**config.mk**
```make
export PLATFORM = sky130hd
export DESIGN_NAME = uht_regs
export DESIGN_NICKNAME = d
export VERILOG_FILES = /design/src/pkg/uht_pkg.sv /design/src/logic/uht_regs.sv
export SDC_FILE = /design/constraint.sdc
export NUM_CORES = 1
export LEC_CHECK = 0
export BUFFER_PORTS_ARGS = -buffer_cell sky130_fd_sc_hd__buf_2
export CELL_PAD_IN_SITES_DETAIL_PLACEMENT = 0
export CELL_PAD_IN_SITES_GLOBAL_PLACEMENT = 1
export CORE_ASPECT_RATIO = 1.4
export CORE_UTILIZATION = 43
export CTS_CLUSTER_SIZE = 14
export DETAILED_ROUTE_END_ITERATION = 7
export PLACE_DENSITY_LB_ADDON = 0.1
export RECOVER_POWER = 50
export SYNTH_ARGS = -nofsm -noshare
export SYNTH_HDL_FRONTEND = slang
export SYNTH_SLANG_ARGS = --single-unit
export TNS_END_PERCENT = 5
```
**constraint.sdc**
```tcl
create_clock -name i_mclk -period 3.4 [get_ports i_mclk]
set_input_delay 0.17 -clock i_mclk [delete_from_list [all_inputs] [get_ports i_mclk]]
set_output_delay 0.17 -clock i_mclk [all_outputs]
set_load 0.05 [all_outputs]
```
**src/pkg/uht_pkg.sv**
```systemverilog
// Purpose: Shared constants and types for the token and frame register slice
// Assumes: 100 MHz module clock, full-speed bit rate of 12 Mb/s
// Notes: Byte offsets on an 8-bit register address
package uht_pkg;
    // Register byte offsets
    localparam logic [7:0] OFS_FUNC_ADDR = 8'h98;
    localparam logic [7:0] OFS_TBL_LOW = 8'h9C;
    localparam logic [7:0] OFS_FRM_LOW = 8'hA0;
    localparam logic [7:0] OFS_FRM_HIGH = 8'hA4;
    localparam logic [7:0] OFS_TOKEN = 8'hA8;
    localparam logic [7:0] OFS_GUARD = 8'hAC;
    localparam logic [7:0] OFS_TBL_MID = 8'hB0;
    localparam logic [7:0] OFS_TBL_HIGH = 8'hB4;
    localparam logic [7:0] OFS_STATUS = 8'hB8;
    // Field positions
    localparam int LOW_SPEED_BIT = 7;
    localparam int STAT_BUSY_BIT = 0;
    localparam int STAT_GUARD_BIT = 1;
    // Reset values
    localparam logic [7:0] RST_BYTE = 8'h00;
    localparam logic [10:0] RST_FRAME = 11'h000;
    // Token kinds
    localparam logic [3:0] KIND_OUT = 4'h1;
    localparam logic [3:0] KIND_IN = 4'h9;
    localparam logic [3:0] KIND_SETUP = 4'hD;
    // Frame timing: 1 ms of 12 Mb/s bit times
    localparam int FRAME_TIME_US = 1000;
    localparam int BIT_RATE_MHZ = 12;
    localparam int CLK_RATE_MHZ = 100;
    localparam logic [13:0] SOF_RELOAD =
        14'(FRAME_TIME_US * BIT_RATE_MHZ);
    localparam logic [6:0] PH_STEP = 7'(BIT_RATE_MHZ);
    localparam logic [6:0] PH_WRAP = 7'(CLK_RATE_MHZ);
    localparam int BYTE_SHIFT = 3;

    typedef enum logic [1:0] {ST_IDLE, ST_PEND, ST_RUN} uht_state_t;

    // Token request handed to the packet engine
    typedef struct packed {
        logic [3:0] kind;
        logic [3:0] endpoint;
        logic [6:0] func_addr;
        logic low_speed;
        logic [7:0] ep0_ctrl;
        logic is_tx;
    } uht_tok_t;

    // Token seen on the bus in peripheral role
    typedef struct packed {
        logic valid;
        logic [6:0] func_addr;
    } uht_rx_tok_t;
endpackage

```
**src/logic/uht_regs.sv**
```systemverilog
// Purpose: Address, table base, frame number, token issue and SOF timing
// Assumes: Synchronous inputs; packet engine answers each token with done
// Notes: Read data stand one cycle after the read strobe
//
// Overview of operation
// - Match tokens on address; send address in host
// - Address clears on reset and bus reset
// - Address use only while module enabled
// - Low-speed flag makes next token low speed
// - Table page low holds base bits 15:9
// - Table page mid holds base bits 23:16
// - Table page high holds base bits 31:24
// - Eleven-bit frame number split over two registers
// - Token write starts transaction in host role
// - Endpoint zero control steers handshake and retry
// - Token kinds OUT, IN, SETUP decoded
// - Fourteen-bit SOF counter, reload 12000, host only
// - No tokens start below threshold until SOF
// - Busy flag set while token executes
// - Host role when host select is one
module uht_regs (
    input wire logic i_mclk,
    input wire logic i_srst,
    input wire logic [7:0] i_addr,
    input wire logic [7:0] i_wdata,
    input wire logic i_wr,
    input wire logic i_rd,
    input wire logic i_host_role_select,
    input wire logic i_module_en,
    input wire logic i_usb_bus_reset,
    input wire logic [7:0] i_endpoint_zero_ctrl,
    input wire uht_pkg::uht_rx_tok_t i_rx_tok,
    input wire logic i_rx_sof,
    input wire logic [10:0] i_rx_frame,
    input wire logic i_tok_done,
    output logic [7:0] o_rdata,
    output logic o_addr_match,
    output logic o_tok_start,
    output uht_pkg::uht_tok_t o_tok,
    output logic o_token_busy,
    output logic o_sof_start,
    output logic [10:0] o_frame_count,
    output logic [31:0] o_descriptor_table_base
);
    import uht_pkg::*;

    logic [7:0] func_addr_q;
    logic [6:0] tbl_low_q;
    logic [7:0] tbl_mid_q, tbl_high_q, token_q, guard_q;
    logic [10:0] frame_q;
    logic [13:0] sof_cnt_q;
    logic [6:0] phase_q;
    logic guard_hit_q;
    uht_state_t state_q, state_d;
    uht_tok_t tok_q;
    logic tok_start_q, sof_q, match_q;
    logic [7:0] rdata_q;

    // Access decode
    wire host_on = i_host_role_select && i_module_en;
    wire wr_addr = i_wr && (i_addr == OFS_FUNC_ADDR);
    wire wr_tlow = i_wr && (i_addr == OFS_TBL_LOW);
    wire wr_tmid = i_wr && (i_addr == OFS_TBL_MID);
    wire wr_thigh = i_wr && (i_addr == OFS_TBL_HIGH);
    wire wr_tok = i_wr && (i_addr == OFS_TOKEN);
    wire wr_guard = i_wr && (i_addr == OFS_GUARD);

    // Token kind decode; unknown kinds are ignored
    wire [3:0] wkind = i_wdata[7:4];
    wire kind_ok = (wkind == KIND_OUT) || (wkind == KIND_IN)
        || (wkind == KIND_SETUP);
    wire wkind_tx = (wkind != KIND_IN);
    wire tok_accept = wr_tok && host_on && kind_ok
        && (state_q == ST_IDLE);

    // Bit-time tick from a fractional phase accumulator
    wire [6:0] phase_sum = phase_q + PH_STEP;
    wire bit_tick = (phase_sum >= PH_WRAP);
    wire sof_due = host_on && bit_tick && (sof_cnt_q == 14'h0000);
    wire [13:0] cnt_bytes = sof_cnt_q >> BYTE_SHIFT;
    wire below_guard = (cnt_bytes <= {6'h00, guard_q});
    wire may_start = (state_q == ST_PEND) && !guard_hit_q
        && !below_guard && !sof_due;

    // Read selection
    wire [7:0] rd_mux =
        (i_addr == OFS_FUNC_ADDR) ? func_addr_q :
        (i_addr == OFS_TBL_LOW) ? {tbl_low_q, 1'b0} :
        (i_addr == OFS_FRM_LOW) ? frame_q[7:0] :
        (i_addr == OFS_FRM_HIGH) ? {5'h00, frame_q[10:8]} :
        (i_addr == OFS_TOKEN) ? token_q :
        (i_addr == OFS_GUARD) ? guard_q :
        (i_addr == OFS_TBL_MID) ? tbl_mid_q :
        (i_addr == OFS_TBL_HIGH) ? tbl_high_q :
        (i_addr == OFS_STATUS) ? {6'h00, guard_hit_q,
            (state_q != ST_IDLE)} : 8'h00;

    // Function address with low-speed flag
    always_ff @(posedge i_mclk)
    begin
        if (i_srst || i_usb_bus_reset)
            func_addr_q <= RST_BYTE;
        else if (wr_addr)
            func_addr_q <= i_wdata;
    end

    // Table base pages and guard threshold
    always_ff @(posedge i_mclk)
    begin
        if (i_srst)
        begin
            tbl_low_q <= 7'h00;
            tbl_mid_q <= RST_BYTE;
            tbl_high_q <= RST_BYTE;
            guard_q <= RST_BYTE;
        end
        else
        begin
            if (wr_tlow)
                tbl_low_q <= i_wdata[7:1];
            if (wr_tmid)
                tbl_mid_q <= i_wdata;
            if (wr_thigh)
                tbl_high_q <= i_wdata;
            if (wr_guard)
                guard_q <= i_wdata;
        end
    end

    // Token register keeps the last accepted command
    always_ff @(posedge i_mclk)
    begin
        if (i_srst)
            token_q <= RST_BYTE;
        else if (tok_accept)
            token_q <= i_wdata;
    end

    // Token state: pending until guard clears, running until done
    always_comb
    begin
        state_d = state_q;
        case (state_q)
            ST_IDLE:
                if (tok_accept)
                    state_d = ST_PEND;
            ST_PEND:
                if (!host_on)
                    state_d = ST_IDLE;
                else if (may_start)
                    state_d = ST_RUN;
            ST_RUN:
                if (i_tok_done || !host_on)
                    state_d = ST_IDLE;
            default:
                state_d = ST_IDLE;
        endcase
    end

    always_ff @(posedge i_mclk)
    begin
        if (i_srst)
            state_q <= ST_IDLE;
        else
            state_q <= state_d;
    end

    // Request capture: address, speed and endpoint zero policy
    always_ff @(posedge i_mclk)
    begin
        if (i_srst)
            tok_q <= '0;
        else if (tok_accept)
        begin
            tok_q.kind <= wkind;
            tok_q.endpoint <= i_wdata[3:0];
            tok_q.func_addr <= func_addr_q[6:0];
            tok_q.low_speed <= func_addr_q[LOW_SPEED_BIT];
            tok_q.ep0_ctrl <= i_endpoint_zero_ctrl;
            tok_q.is_tx <= wkind_tx;
        end
    end

    // Start pulse and busy flag
    always_ff @(posedge i_mclk)
    begin
        if (i_srst)
        begin
            tok_start_q <= 1'b0;
            o_token_busy <= 1'b0;
        end
        else
        begin
            tok_start_q <= may_start && host_on;
            o_token_busy <= (state_d != ST_IDLE);
        end
    end

    // SOF interval counter in bit times
    always_ff @(posedge i_mclk)
    begin
        if (i_srst || !host_on)
        begin
            phase_q <= 7'h00;
            sof_cnt_q <= SOF_RELOAD;
        end
        else if (bit_tick)
        begin
            phase_q <= phase_sum - PH_WRAP;
            if (sof_cnt_q == 14'h0000)
                sof_cnt_q <= SOF_RELOAD;
            else
                sof_cnt_q <= sof_cnt_q - 14'h0001;
        end
        else
            phase_q <= phase_sum;
    end

    // Guard window closes token starts until SOF goes out
    always_ff @(posedge i_mclk)
    begin
        if (i_srst || !host_on || sof_due)
            guard_hit_q <= 1'b0;
        else if (below_guard)
            guard_hit_q <= 1'b1;
    end

    // SOF pulse and frame number
    always_ff @(posedge i_mclk)
    begin
        if (i_srst)
        begin
            sof_q <= 1'b0;
            frame_q <= RST_FRAME;
        end
        else
        begin
            sof_q <= sof_due;
            if (sof_due)
                frame_q <= frame_q + 11'h001;
            else if (!i_host_role_select && i_module_en && i_rx_sof)
                frame_q <= i_rx_frame;
        end
    end

    // Peripheral address match
    always_ff @(posedge i_mclk)
    begin
        if (i_srst)
            match_q <= 1'b0;
        else
            match_q <= i_rx_tok.valid && i_module_en
                && !i_host_role_select
                && (i_rx_tok.func_addr == func_addr_q[6:0]);
    end

    // Read data one cycle after the strobe
    always_ff @(posedge i_mclk)
    begin
        if (i_srst)
            rdata_q <= RST_BYTE;
        else
            rdata_q <= i_rd ? rd_mux : RST_BYTE;
    end

    assign o_rdata = rdata_q;
    assign o_addr_match = match_q;
    assign o_tok_start = tok_start_q;
    assign o_tok = tok_q;
    assign o_sof_start = sof_q;
    assign o_frame_count = frame_q;
    assign o_descriptor_table_base =
        {tbl_high_q, tbl_mid_q, tbl_low_q, 9'h000};

    // Checks
    property p_addr_clr;
        @(posedge i_mclk) i_usb_bus_reset |=> func_addr_q == 8'h00;
    endproperty
    a_addr_clr: assert property (p_addr_clr)
        else $error("address not cleared by bus reset");
    property p_match_en;
        @(posedge i_mclk) disable iff (i_srst)
        !i_module_en |=> !o_addr_match;
    endproperty
    a_match_en: assert property (p_match_en)
        else $error("address matched while disabled");
    property p_match_ok;
        @(posedge i_mclk) disable iff (i_srst)
        o_addr_match |-> $past(i_rx_tok.func_addr) == $past(func_addr_q[6:0]);
    endproperty
    a_match_ok: assert property (p_match_ok)
        else $error("match on wrong address");
    property p_tok_busy;
        @(posedge i_mclk) disable iff (i_srst)
        tok_accept |=> o_token_busy;
    endproperty
    a_tok_busy: assert property (p_tok_busy)
        else $error("busy not raised on token");
    property p_no_host;
        @(posedge i_mclk) disable iff (i_srst)
        !i_host_role_select |=> !o_tok_start && !o_token_busy;
    endproperty
    a_no_host: assert property (p_no_host)
        else $error("token activity outside host role");
    property p_guard;
        @(posedge i_mclk) disable iff (i_srst)
        (guard_hit_q || below_guard) |=> !o_tok_start;
    endproperty
    a_guard: assert property (p_guard)
        else $error("token started inside guard window");
    property p_sof_reload;
        @(posedge i_mclk) disable iff (i_srst)
        sof_due |=> sof_cnt_q == SOF_RELOAD && o_sof_start;
    endproperty
    a_sof_reload: assert property (p_sof_reload)
        else $error("counter not reloaded at SOF");
    property p_frame_inc;
        @(posedge i_mclk) disable iff (i_srst)
        sof_due |=> o_frame_count == $past(o_frame_count) + 11'h001;
    endproperty
    a_frame_inc: assert property (p_frame_inc)
        else $error("frame number not advanced");
    property p_low_speed;
        @(posedge i_mclk) disable iff (i_srst)
        tok_accept |=> o_tok.low_speed == $past(func_addr_q[7]);
    endproperty
    a_low_speed: assert property (p_low_speed)
        else $error("low-speed flag not captured");

    c_tok: cover property (@(posedge i_mclk) tok_accept ##[1:200] o_tok_start);
    c_sof: cover property (@(posedge i_mclk) o_sof_start);
    c_match: cover property (@(posedge i_mclk) o_addr_match);
    c_guard: cover property (@(posedge i_mclk) guard_hit_q && o_token_busy);
endmodule

```
==> results_dict.tcl <==
set metrics [dict create \
    outcome "complete, but fails checks" \
    violations "capacitance limit, slew limit" \
    yosysUniqueCellTypes 71 \
    ys_seq_area_frac 0.402 \
    cts_tree "done" \
    final_layout_size_suffix_gt1_frac 0.134 \
    worstHoldStart "i_endpoint_zero_ctrl[5]" \
    insertion_delay_ns 0.34 \
    synth_seq_cells 109 \
    crit_path_max_incr_delay_ns 0.73 \
    avgSynthCellArea_um2 8.54 \
    crit_required_ns 3.61 \
    place_congestion 0.824 \
    drv_slew 77 \
    clk_path_buf_depth 2 \
    rrSetupSlack_ns 0.76 \
    finClkSkew_ns 0.0116 \
    cp-start-kind "flop" \
    r2r_end "o_frame_count[2]" \
    h-tree-depth 3 \
    first_iter_violations 245 \
    vias 4913 \
    syn_area_mm2 0.00543 \
    ys_warn_count 0 \
    fin_nets 810 \
    start_util 0.441 \
    fp-row-count 48 \
    min_to "o_tok[6]" \
    area_growth_pct 16.0 \
    wl_um 16000 \
    ir_drop_uv 229 \
    hold_path_class "input pin to flop" \
    fin_cells 897 \
    grt-ovfl-total 0 \
    port_buffers 122 \
    grtUsageTotal 0.245 \
    drc 0 \
    crit_buf_inv 1 \
    crit_path_max_fanout 14 \
    cts_hold_buf 0 \
    antenna_found_initial 0 \
    grt_pass1_vias 4721 \
    ys.flop_type "dfxtp_1" \
    crit_slowest_cell "nor4b_4" \
    worst-r2r-cell-count 8 \
    period_share 0.778 \
    crit_arrival_ns 2.85 \
    end_kind "flop" \
    path_class "flop to flop" \
    drv_cap 2 \
    grt_max_degree 39 \
    root_buffer "clkbuf_16" \
    cts.clk_slew.worst_paths_ns 0.07 \
    placed_cells 882 \
    p_leak_nw 2.29 \
    post-route-min-period_ns 2.64 \
    fp.dieH_um 135 \
    cts_setup_buffers 0 \
    wl_per_cell_um 17.9 \
    cts_buffers 9 \
    clkSinkCount 109 \
    grt_pass1_wl_um 25100 \
    worst_pin_slew_ns 1.74 \
    async_flop_share 0 \
    final-hold-violation-count 0 \
    ios 132 \
    ctsResizeCount 0 \
    core_mm2 0.0123 \
    syn_inst 636 \
    path_cells "inv_1 -> ha_1 -> nand3b_2 -> xor2_1 -> nor4b_4 -> nor2_1 -> o21ai_0 -> a21oi_1" \
    finalSetupViolCount 0 \
    via_per_inst 5.48 \
    die_w_um 97.0 \
    synth_edf_count 0 \
    holdPathStages 3 \
    rsz0062_at_grt "false" \
    synth.top_cells.by_count "dfxtp_1, nand2_1, a21oi_1" \
    diodes 0 \
    die_area_mm2 0.0131 \
    fin_tns_setup_ns 0 \
    hpwl_um 11900 \
    drtPass1Iterations 5 \
    relSlewSlack -0.159 \
    fmax_mhz 378 \
    path_delay_family "simple AND/OR/NAND/NOR gates" \
    ant_nets 0 \
    synth_most_common_cell "dfxtp_1" \
    yosys.area.top_type_share 0.402 \
    ys_top_cells_by_area "dfxtp_1, nand2_1, a21oi_1" \
    synth_top_cell_by_area "dfxtp_1" \
    r2r-start "phase_q[2]" \
    p_per_area_mw_per_mm2 402 \
]
-- cell type report --
type                       instances  area, µm²
fill                            1259       6010
multi-input combinational        471       2980
sequential                       109       2180
timing repair buffer             129        572
clock buffer                      14        264
tap                              150        188
inverter                          23       86.3
clock inverter                     1       30.0
-- registers in the layout, indices dropped and copies added (netlist names), 2 cells and up --
signal / count
tbl_high_q: 8
state_q: 2
o_frame_count: 11
tbl_low_q: 7
guard_q: 8
o_rdata: 8
tbl_mid_q: 8
sof_cnt_q: 14
token_q: 8
phase_q: 5
func_addr_q: 8
o_tok: 17
-- cell families after synthesis --
logic type,count (synthesis),synth area share
and+or+nand+nor,257,0.248
buffers and inverters,64,0.0541
adders and majority gates,15,0.0345
muxes,36,0.0698
AOI/OAI and AO/OA,129,0.148
DFF,109,0.402
other,1,0.000690
xor gates and xnor gates,25,0.0431
-- per-layer routing --
| metal | vias up | wire length (µm) | global-route usage |
|---|---|---|---|
| met5 | - | 0 | 0 |
| met4 | 0 | 442 | 0.110 |
| met3 | 18 | 730 | 0.0481 |
| met2 | 134 | 7850 | 0.415 |
| met1 | 2324 | 7010 | 0.301 |
| li1 | 2437 | - | - |
-- worst max-delay path by stage --
stage	start	endpoint	slack, ns	depth (start not counted)
after detailed placement	phase_q[2]	o_frame_count[4]	0.78	8
after floorplan	phase_q[2]	o_token_busy	1.19	8
after CTS	phase_q[2]	o_frame_count[2]	0.76	8
after global routing	phase_q[2]	o_frame_count[2]	0.53	8
after global placement	phase_q[2]	o_frame_count[4]	0.85	8
final	phase_q[2]	o_frame_count[2]	0.76	8
-- worst min-delay path, stage by stage --
cell	delay (ns)
buf_2	0.09
nand2_1	0.05
a21oi_1	0.05
-- per-stage QoR --
stage               setup slack [ns]  utilization  power, mW  hold slack, ns  area (µm²)
finish                         0.756        0.512       2.53          0.0594        6300
detailed placement             0.781        0.496       1.51           0.418        6110
global placement               0.851        0.496       1.51           0.414        6110
CTS                            0.764        0.520       2.56          0.0456        6400
global route                   0.528        0.512       2.63          0.0539        6300
floorplan                       1.19            -       1.44           0.306        5460
-- cell usage in the layout, fill, tap and decap left out, types with 18 or more instances in the layout --
cell / n
a21oi_1: 63
nor2_1: 55
clkbuf_1: 76
nand3_1: 26
inv_1: 23
mux2i_1: 30
nand2_1: 90
xnor2_1: 18
dfxtp_1: 109
buf_2: 49
-- power by group --
part	total (mW)	leakage, nW	switching, mW	internal (mW)
clock	1.05	0.143	0.444	0.609
combinational	0.188	1.27	0.134	0.0540
sequential	1.29	0.879	0.0110	1.28
(Power assumes the default switching activity.)
